<file path="config.mk">
export PLATFORM = sky130hd
export DESIGN_NAME = asp_serial_port
export DESIGN_NICKNAME = d
export VERILOG_FILES = /design/src/include/asp_pkg.sv /design/src/include/asp_tick_if.sv /design/src/hw/asp_rate_div.sv /design/src/hw/asp_serial_port.sv
export SDC_FILE = /design/constraint.sdc
export NUM_CORES = 1
export LEC_CHECK = 0
export BUFFER_PORTS_ARGS = -buffer_cell sky130_fd_sc_hd__clkbuf_2
export CAP_MARGIN = 20
export CORE_MARGIN = 10
export CORE_UTILIZATION = 52
export CTS_BUF_LIST = sky130_fd_sc_hd__clkbuf_4 sky130_fd_sc_hd__clkbuf_8 sky130_fd_sc_hd__clkbuf_16
export DETAILED_ROUTE_END_ITERATION = 8
export GPL_TIMING_DRIVEN = 0
export PLACE_DENSITY = 0.75
export SLEW_MARGIN = 20
export SYNTH_ARGS = -nofsm -noshare
export SYNTH_HDL_FRONTEND = slang
export SYNTH_SLANG_ARGS = --single-unit
</file>
<file path="constraint.sdc">
create_clock -name mclk -period 1.7 [get_ports mclk]
set_input_delay 0 -clock mclk [delete_from_list [all_inputs] [get_ports mclk]]
set_output_delay 0 -clock mclk [all_outputs]
set_load 0.005 [all_outputs]
</file>
<file path="src/include/asp_pkg.sv">
// constants and types shared by the asynchronous serial port
// assumes a single 50 MHz clock and synchronous active-high reset
package asp_pkg;

  // serial operating modes (mode 0 unused by this port)
  typedef enum logic [1:0] {
    ASP_MODE_NONE = 2'b00,
    ASP_MODE_1    = 2'b01,
    ASP_MODE_2    = 2'b10,
    ASP_MODE_3    = 2'b11
  } asp_mode_e;

  // bit-engine states, shared by transmit and receive
  typedef enum logic [2:0] {
    ASP_IDLE  = 3'b000,
    ASP_START = 3'b001,
    ASP_DATA  = 3'b010,
    ASP_NINTH = 3'b011,
    ASP_STOP  = 3'b100
  } asp_state_e;

  // oversampling ticks per bit
  localparam int unsigned ASP_OVERSAMPLE = 16;
  // tick at which a bit is sampled (its centre)
  localparam logic [3:0]  ASP_MID_TICK   = 4'h7;
  // index of the last data bit (eight data bits per frame)
  localparam logic [2:0]  ASP_LAST_DATA  = 3'h7;
  // default divider from mclk to 16x tick
  localparam int unsigned ASP_DIV_DEFAULT = 27;
  // reset values
  localparam logic        ASP_LINE_IDLE  = 1'b1;
  localparam logic [7:0]  ASP_BYTE_RST   = 8'h00;

endpackage : asp_pkg

</file>
<file path="src/include/asp_tick_if.sv">
// tick carrier between the rate divider and the serial port core
// assumes both ends run on mclk
`timescale 1ns/1ps
interface asp_tick_if;
  logic txTick;  // 16x tick for transmit
  logic rxTick;  // 16x tick for receive
  modport gen (output txTick, output rxTick);
  modport use_ (input txTick, input rxTick);
endinterface : asp_tick_if

</file>
<file path="src/hw/asp_rate_div.sv">
// two independent rate dividers producing one-cycle 16x tick enables
// assumes divisor inputs are held stable during frames
`timescale 1ns/1ps
module asp_rate_div
  import asp_pkg::*;
#(
  parameter int unsigned W = 16
)(
  input  wire logic         mclk,
  input  wire logic         rst,
  input  wire logic [W-1:0] txDiv,
  input  wire logic [W-1:0] rxDiv,
  asp_tick_if.gen           ticks
);

  logic [W-1:0] txCnt;  // transmit divider count
  logic [W-1:0] rxCnt;  // receive divider count

  // transmit divider, pulses when count reaches divisor
  always_ff @(posedge mclk)
  begin
    if (rst || txCnt >= txDiv)
      txCnt <= '0;
    else
      txCnt <= txCnt + W'(1);
  end

  // receive divider, separate so rates may differ
  always_ff @(posedge mclk)
  begin
    if (rst || rxCnt >= rxDiv)
      rxCnt <= '0;
    else
      rxCnt <= rxCnt + W'(1);
  end

  assign ticks.txTick = !rst && (txCnt >= txDiv);
  assign ticks.rxTick = !rst && (rxCnt >= rxDiv);

endmodule // asp_rate_div

</file>
<file path="src/hw/asp_serial_port.sv">
// asynchronous full-duplex serial port, modes 1 to 3, with framing check
// assumes rxPin synchronous to mclk; control bits are plain ports
`timescale 1ns/1ps
module asp_serial_port
  import asp_pkg::*;
#(
  parameter int unsigned DIV_W = 16,
  parameter logic [DIV_W-1:0] TX_DIV = DIV_W'(ASP_DIV_DEFAULT),
  parameter logic [DIV_W-1:0] RX_DIV = DIV_W'(ASP_DIV_DEFAULT)
)(
  input  wire logic       mclk,
  input  wire logic       rst,
  input  wire logic [1:0] serialMode,
  input  wire logic       rxEnable,
  input  wire logic       frameErrorEnable,
  input  wire logic       txNinthBit,
  input  wire logic [7:0] txData,
  input  wire logic       txStart,
  output logic            txBusy,
  output logic            txDoneFlag,
  input  wire logic       txDoneClear,
  output logic [7:0]      rxData,
  output logic            rxNinthBit,
  output logic            receiveDoneFlag,
  input  wire logic       receiveDoneClear,
  output logic            framingErrorFlag,
  input  wire logic       framingErrorClear,
  output logic            txPin,
  input  wire logic       rxPin
);

  asp_tick_if ticks ();

  // separate dividers give tx and rx their own rates
  asp_rate_div #(.W(DIV_W)) uDiv (
    .mclk  (mclk),
    .rst   (rst),
    .txDiv (TX_DIV),
    .rxDiv (RX_DIV),
    .ticks (ticks.gen)
  );

  logic       hasNinth;  // modes 2 and 3 carry a ninth bit
  logic       modeOn;    // one of the async modes selected

  assign modeOn   = serialMode != ASP_MODE_NONE;
  assign hasNinth = serialMode == ASP_MODE_2 || serialMode == ASP_MODE_3;

  // ---------------- transmitter ----------------
  asp_state_e txState;   // transmit state
  logic [3:0] txTickCnt; // ticks within current bit
  logic [2:0] txBitCnt;  // data bit index
  logic [7:0] txShift;   // outgoing data shift
  logic       txNinth;   // latched ninth bit
  logic       txBitEnd;  // last tick of a bit

  assign txBitEnd = ticks.txTick && txTickCnt == 4'(ASP_OVERSAMPLE - 1);
  assign txBusy   = txState != ASP_IDLE;

  always_ff @(posedge mclk)
  begin
    if (rst)
    begin
      txState   <= ASP_IDLE;
      txTickCnt <= 4'h0;
      txBitCnt  <= 3'h0;
      txShift   <= ASP_BYTE_RST;
      txNinth   <= 1'b0;
    end
    else
    begin
      if (ticks.txTick && txState != ASP_IDLE)
        txTickCnt <= txTickCnt + 4'h1;
      unique case (txState)
        // wait for a byte from software
        ASP_IDLE:
        begin
          txTickCnt <= 4'h0;
          if (txStart && modeOn)
          begin
            txShift  <= txData;
            // latch ninth bit from control field
            txNinth  <= txNinthBit;
            txBitCnt <= 3'h0;
            txState  <= ASP_START;
          end
        end
        ASP_START:
          if (txBitEnd)
            txState <= ASP_DATA;
        ASP_DATA:
          if (txBitEnd)
          begin
            txShift  <= {1'b0, txShift[7:1]};
            txBitCnt <= txBitCnt + 3'h1;
            if (txBitCnt == ASP_LAST_DATA)
              txState <= hasNinth ? ASP_NINTH : ASP_STOP;
          end
        ASP_NINTH:
          if (txBitEnd)
            txState <= ASP_STOP;
        ASP_STOP:
          if (txBitEnd)
            txState <= ASP_IDLE;
        default:
          txState <= ASP_IDLE;
      endcase
    end
  end

  // drive the transmit pin from a flop
  always_ff @(posedge mclk)
  begin
    if (rst)
      txPin <= ASP_LINE_IDLE;
    else
      unique case (txState)
        ASP_START: txPin <= 1'b0;
        ASP_DATA:  txPin <= txShift[0];
        ASP_NINTH: txPin <= txNinth;
        default:   txPin <= ASP_LINE_IDLE;
      endcase
  end

  // transmit done flag, set wins over clear
  always_ff @(posedge mclk)
  begin
    if (rst)
      txDoneFlag <= 1'b0;
    else if (txState == ASP_STOP && txBitEnd)
      txDoneFlag <= 1'b1;
    else if (txDoneClear)
      txDoneFlag <= 1'b0;
  end

  // ---------------- receiver ----------------
  asp_state_e rxState;   // receive state
  logic [3:0] rxTickCnt; // ticks within current bit
  logic [2:0] rxBitCnt;  // data bit index
  logic [7:0] rxShift;   // incoming data shift
  logic       rxNinth;   // captured ninth bit
  logic       rxPrev;    // previous line level
  logic       rxMid;     // centre of bit
  logic       rxFall;    // falling edge of line
  logic       lastData;  // last data bit centre
  logic       stopMid;   // stop bit centre

  assign rxMid    = ticks.rxTick && rxTickCnt == ASP_MID_TICK;
  assign rxFall   = rxPrev && !rxPin;
  assign lastData = rxState == ASP_DATA && rxMid && rxBitCnt == ASP_LAST_DATA;
  assign stopMid  = rxState == ASP_STOP && rxMid;

  // line history for edge detection
  always_ff @(posedge mclk)
  begin
    if (rst)
      rxPrev <= ASP_LINE_IDLE;
    else
      rxPrev <= rxPin;
  end

  always_ff @(posedge mclk)
  begin
    if (rst)
    begin
      rxState   <= ASP_IDLE;
      rxTickCnt <= 4'h0;
      rxBitCnt  <= 3'h0;
      rxShift   <= ASP_BYTE_RST;
      rxNinth   <= 1'b0;
    end
    else
    begin
      if (ticks.rxTick && rxState != ASP_IDLE)
        rxTickCnt <= rxTickCnt + 4'h1;
      unique case (rxState)
        ASP_IDLE:
        begin
          rxTickCnt <= 4'h0;
          if (rxFall && rxEnable && modeOn)
            rxState <= ASP_START;
        end
        // false start if line high at centre
        ASP_START:
          if (rxMid)
            rxState <= rxPin ? ASP_IDLE : ASP_DATA;
        ASP_DATA:
          if (rxMid)
          begin
            rxShift  <= {rxPin, rxShift[7:1]};
            rxBitCnt <= rxBitCnt + 3'h1;
            if (rxBitCnt == ASP_LAST_DATA)
              rxState <= hasNinth ? ASP_NINTH : ASP_STOP;
          end
        ASP_NINTH:
          if (rxMid)
          begin
            rxNinth <= rxPin;
            rxState <= ASP_STOP;
          end
        // frame ends at stop centre
        ASP_STOP:
          if (rxMid)
            rxState <= ASP_IDLE;
        default:
          rxState <= ASP_IDLE;
      endcase
    end
  end

  logic rxDoneEvt;   // moment the frame is delivered
  logic lastDataEvt; // last data-type bit sampled

  // last data-type bit is the ninth bit in modes 2/3
  assign lastDataEvt = hasNinth ? (rxState == ASP_NINTH && rxMid) : lastData;
  // done at stop when checking, else at last bit
  assign rxDoneEvt = frameErrorEnable ? stopMid : lastDataEvt;

  // deliver data and ninth bit to software
  always_ff @(posedge mclk)
  begin
    if (rst)
    begin
      rxData     <= ASP_BYTE_RST;
      rxNinthBit <= 1'b0;
    end
    else if (rxDoneEvt)
    begin
      rxData     <= lastDataEvt && !hasNinth ? {rxPin, rxShift[7:1]} : rxShift;
      rxNinthBit <= hasNinth ? (lastDataEvt ? rxPin : rxNinth) : 1'b0;
    end
  end

  // receive done flag, set wins over clear
  always_ff @(posedge mclk)
  begin
    if (rst)
      receiveDoneFlag <= 1'b0;
    else if (rxDoneEvt)
      receiveDoneFlag <= 1'b1;
    else if (receiveDoneClear)
      receiveDoneFlag <= 1'b0;
  end

  always_ff @(posedge mclk)
  begin
    if (rst)
      framingErrorFlag <= 1'b0;
    else if (frameErrorEnable && stopMid && !rxPin)
      framingErrorFlag <= 1'b1;
    else if (framingErrorClear)
      framingErrorFlag <= 1'b0;
  end

endmodule // asp_serial_port

</file>
## Word-level counts from Yosys, hierarchy flattened

Cells that the tools add are included.

- Reduce and logical (&&, ||, !) cells: 41
- $add $sub $neg: 6
- Mux-type cells: 34
- Equality and inequality tests: 26
- Order comparisons: 2

Operator list:

| kind | count |
|---|---|
| $mux W3 | 15 |
| $add A16 B1 Y16 const B | 2 |
| $ge A16 B5 Y1 const B | 2 |
| $pmux W3 S5 | 2 |
| $mux W8 | 3 |
| $ne A2 B2 Y1 const B | 11 |
| $logic_and A1 B1 Y1 | 18 |
| $pmux W8 S2 | 1 |
| $eq A3 B2 Y1 const B | 4 |
| $eq A3 B3 Y1 const B | 4 |
| $reduce_and A6 Y1 | 2 |
| $mux W1 | 10 |
| $reduce_bool A2 Y1 | 5 |
| $add A4 B1 Y4 const B | 2 |
| $add A3 B1 Y3 const B | 2 |
| $eq A3 B1 Y1 const B | 2 |
| $logic_not A3 Y1 | 2 |
| $pmux W3 S2 | 1 |
| $reduce_and A2 Y1 | 3 |
| $reduce_bool A3 Y1 | 2 |
| $eq A2 B2 Y1 const B | 2 |
| $eq A4 B3 Y1 const B | 1 |
| $eq A4 B4 Y1 const B | 1 |
| $reduce_or A2 Y1 | 2 |
| other kinds (6) | 10 |

- Register bits: 84
- Output and inout bits: 14

## Logic depth before layout (Yosys ltp)

- Word-level depth: 8
- Gate-level depth with buffers: 9
- Gate-level depth less buffers: 7

## By module

From an unflattened synthesis, not the netlist that was laid out.

- Cell total of the unflattened synthesis: 522
- Area total of the unflattened synthesis: 4665.7 sq um

Modules (own cells, without submodules):

| module | area each (sq um) | instances | cells each |
|---|---|---|---|
| asp_serial_port | 2451.1 | 1 | 265 |
| asp_rate_div | 2214.6 | 1 | 257 |

## Worst setup path before layout

OpenSTA, ideal clock, no wires.

- Path kind: reg2reg
- From: register uDiv.txCnt[0]
- To: register txState[2]
- Setup time: 0.067 ns
- Cell stages (with the launch flop): 7
- Data required time: 1.633 ns
- Setup slack: -0.118 ns
- Buffers on the path: 0
- Arrival time: 1.750 ns
- Cell sequence: dfxtp_1 -> ha_1 -> o211ai_1 -> nand4_4 -> and2_4 -> or4b_4 -> a21oi_2

- Word-level cells in the longest chain between the ends: 5
- Elaborated cells on any way between the ends: 8

Ends and longest elaborated chain:

| item | line | text |
|---|---|---|
| from (decl) | asp_rate_div.sv:16 | `logic [W-1:0] txCnt;` |
| from (signal assigned) | asp_rate_div.sv:25 | `txCnt <= txCnt + W'(1);` |
| $ge A16 B5 Y1 * | asp_rate_div.sv:37 | `assign ticks.txTick = !rst && (txCnt >= txDiv);` |
| $logic_and A1 B1 Y1 * | asp_rate_div.sv:37 |  |
| $logic_and A1 B1 Y1 * | asp_serial_port.sv:57 | `assign txBitEnd = ticks.txTick && txTickCnt == 4'(ASP_OVERSAMPLE - 1);` |
| $ne A2 B2 Y1 (no line) | -- |  |
| $reduce_and A6 Y1 (no line) * | -- |  |
| to (signal assigned) | asp_serial_port.sv:97 | `txState <= hasNinth ? ASP_NINTH : ASP_STOP;` |
| to (decl) | asp_serial_port.sv:50 | `asp_state_e txState;` |

Mark *: on every way between the ends. The rest lies on a longest branch, timed or not.
A chain may end at the register's enable or synchronous reset.

## Final worst setup path

Same ends and word-level chain as after synthesis.

==> results.toml <==
[floorplanning]
dieArea_um2 = 9985
die_y_um = 99.93
placementRows = 29
start_util_pct = 52.92
num_io_pins = 34
die_x_um = 99.93
core-area_um2 = 6277

[cts]
clockRootBuffer = "clkbuf_8"
clk_latency_ns = 0.36
clkTransAtPathRegs_ns = 0.09
cts.sinks = 84
clockBufferDepth = 2
cts_tree = "done"
cts_buffers = 9
htreeDepth = 3

[logic_synthesis]
ys_top_cells_by_area = "dfxtp_1 51%, mux2i_1 9.0%, nor2_1 5.3%"
synthXorXnorAreaFrac_pct = 3.427
ys_types = 54
synth_adder_area_share_pct = 3.013
synth_compound_area_share_pct = 11.68
async_flop_share_pct = 0
synthFlopType = "dfxtp_1"
yosys.area.top_type = "dfxtp_1"
synth_top_family_by_area = "simple AND/OR/NAND/NOR gates"
syn-cell-area_um2 = 3322
yosysWarnings = 0
synth_edf_count = 0
synth-simple-area-share_pct = 18.72
synthCells = 332
synth_seq_cells = 84
yosysTopAreaCellShare_pct = 50.62
seq_area_frac_synth_pct = 50.62
muxShareOfSynthArea_pct = 9.040
synth.avg_cell_area_um2 = 10.01

[global_route]
grt_max_degree = 16
grt_util_met3_pct = 5.357
use_met2_pct = 23.20
grt_util_met1_pct = 15.40
grt_overflow = 0
antenna_found_initial = 0
grt_pass1_wl_um = 11470
grt_pass1_vias = 2595
grt.total_usage_pct = 13.82
busiest_layer = "met2"

[setup_path]
worstPathCellList = "ha_4 > o211ai_1 > nand4_4 > and2_4 > or4b_4 > a21oi_2"
cp-end-kind = "register"
cp-start-kind = "register"
crit_arrival_ns = 2.07
critPathKind = "reg -> reg"
critPathMaxStageDelay_ns = 0.48
worstPathMaxFanout = 4
cp.required_ns = 1.99
crit_slowest_cell = "or4b_4"

[power_and_ir_drop]
power.leakage_nw = 1.800
peakVddDrop_uv = 699.2
power_density_nw_per_um2 = 862.2
power_w = 0.003662

[detailed_routing]
routed_wl_um = 6694
drt-initial-drc-count = 121
drc_errors = 0
antenna_left = 0
num_vias = 2628
drtPass1Iterations = 4
wl_per_cell_um = 13.31
routed_via_density = 5.225

[sta]
maxSlewHeadroom_pct = 59.00
rsz0062_at_grt = "yes"
finalSetupViolations = 8
finalMaxSlewViolations = 0
skew_ns = 0.01076
hold_violations = 0
fin_crit_sh_pct = 104.4
timing.hold.ws_ns = 0.02680
max_freq_ghz = 0.5634
setup_tns_ns = -0.3789
finalWorstSetupSlack_ns = -0.07485
timing.final.crit_period_ns = 1.775
worst_pin_slew_ns = 0.6151

[status]
status = "finished, violations left"
violations = "setup timing"

[flow_run]
cap_violations = 0

[placed_design]
dp_hpwl_um = 4537
postPlaceCellArea_um2 = 3659
place.gp.congestion = 0.8411
port_buffers = 31

[final_layout]
fin_nets = 449
layout-drive-gt1-share_pct = 26.76
fin_area_um2 = 4247
area_delta_synth_final_pct = 27.83
fillers = 466
diodes = 0

[min_path]
holdCritPathClass = "in -> reg"
power breakdown:
group | internal [W] | switching [W] | total (W) | leakage (nW)
combinational | 0.0000936 | 0.000105 | 0.000199 | 1.02
clock | 0.000685 | 0.000733 | 0.00142 | 0.0923
sequential | 0.00202 | 0.0000265 | 0.00204 | 0.692
total | 0.00280 | 0.000865 | 0.00366 | 1.80
layer usage:
layer / vias up / wire (um)
met2: 48 / 3330
met5: - / 0
met1: 1235 / 2902
met3: 12 / 344
li1: 1333 / -
met4: 0 / 116
worst max-delay path: cells and delay by family, from the launching register on:
kind / cells / cell delay [ns]
AND/OR/NAND/NOR: 3 / 0.83
AO/OA/AOI/OAI: 2 / 0.38
flip-flops: 1 / 0.34
adder cells (fa/ha/maj): 1 / 0.15
cell families after synthesis:
family,Yosys count
XOR/XNOR,13
other,1
AND/OR/NAND/NOR,111
multiplexers,30
buffers and inverters,25
flip-flops,84
adder cells (fa/ha/maj),8
AO/OA/AOI/OAI,60
state kept, by name (all words and copies together) (netlist names), 3 cells and up:
signal	count
uDiv.rxCnt	16
uDiv.txCnt	16
rxData	8
rxShift	8
txShift	8
rxTickCnt	4
txTickCnt	4
rxBitCnt	3
rxState	3
txBitCnt	3
txState	3
path summary, 6_finish.rpt:
check / from / to / slack, ns / depth (start not counted)
setup reg to reg: uDiv.txCnt[0]$_SDFF_PP0_ / txState[2]$_SDFFE_PP0P_ / -0.07 / 6
hold / removal: serialMode[1] / rxNinthBit$_SDFFE_PP0P_ / 0.03 / 3
setup / recovery: uDiv.txCnt[0]$_SDFF_PP0_ / txState[2]$_SDFFE_PP0P_ / -0.07 / 6
hold reg to reg: uDiv.rxCnt[0]$_SDFF_PP0_ / uDiv.rxCnt[0]$_SDFF_PP0_ / 0.44 / 1
stage by stage:
step	setup slack [ns]	std cells	util [%]
6_report	-0.07485	503	67.65
5_1_grt	-0.1667	503	67.65
4_1_cts	-0.05683	499	66.12
3_5_place_dp	-0.2351	461	58.28
3_3_place_gp	-0.1903	461	58.28
2_1_floorplan	-0.07224	353	-
layout by cell type, fill, tap and decap left out, types with 3 or more instances in the layout:
cell type      count
a211oi_1           8
a21oi_1           14
a21oi_2            3
buf_2              4
buf_4             12
buf_6              8
clkbuf_1           6
clkbuf_2          32
clkbuf_8           9
clkinvlp_4         3
conb_1            22
dfxtp_1           76
dfxtp_2            7
dlygate4sd3_1     13
ha_1               4
inv_1              5
mux2i_1           29
nand2_1           13
nand2b_1           5
nand3_1            7
nand4_1            3
nor2_1            45
nor3_1             6
nor3b_1            3
nor4_1             4
o211ai_1           4
o21ai_0           16
xnor2_1            4
xor2_1             9
area by class of cell:
type | count | area [um2] | share of cell area [%]
Tap cell | 77 | 96.34 | 2.269
Sequential cell | 84 | 1694 | 39.89
Timing Repair Buffer | 58 | 401.6 | 9.458
Clock buffer | 9 | 123.9 | 2.917
Buffer | 18 | 115.1 | 2.711
Multi-Input combinational cell | 244 | 1718 | 40.45
Inverter | 6 | 22.52 | 0.5303
Clock inverter | 7 | 75.07 | 1.768
cell usage after synthesis, types with 2 or more instances:
library cell	number
o21ai_0	16
dfxtp_1	84
a21oi_1	16
or4b_2	2
xnor2_1	4
nor3b_1	3
buf_2	9
nor4_4	2
or3_1	2
a31o_2	3
mux2i_1	30
nor3_1	6
o211ai_1	4
inv_1	5
ha_1	8
nor4_1	4
nand2_1	14
nand4_1	3
xor2_1	9
nor2_1	47
clkbuf_1	8
a211oi_1	9
nand3_1	8
nand2b_1	6
what timing repair did:
item / in CTS / in global routing
endpoints found under the setup margin: 31 / 44
cloned: 1 / 0
hold buffers: 13 / 0
gates resized for setup: 26 / 19
pin swaps: 9 / 12
setup buffers: 8 / 5
hold endpoints to repair: 13 / 0
Power figures use the tool's default switching activity.
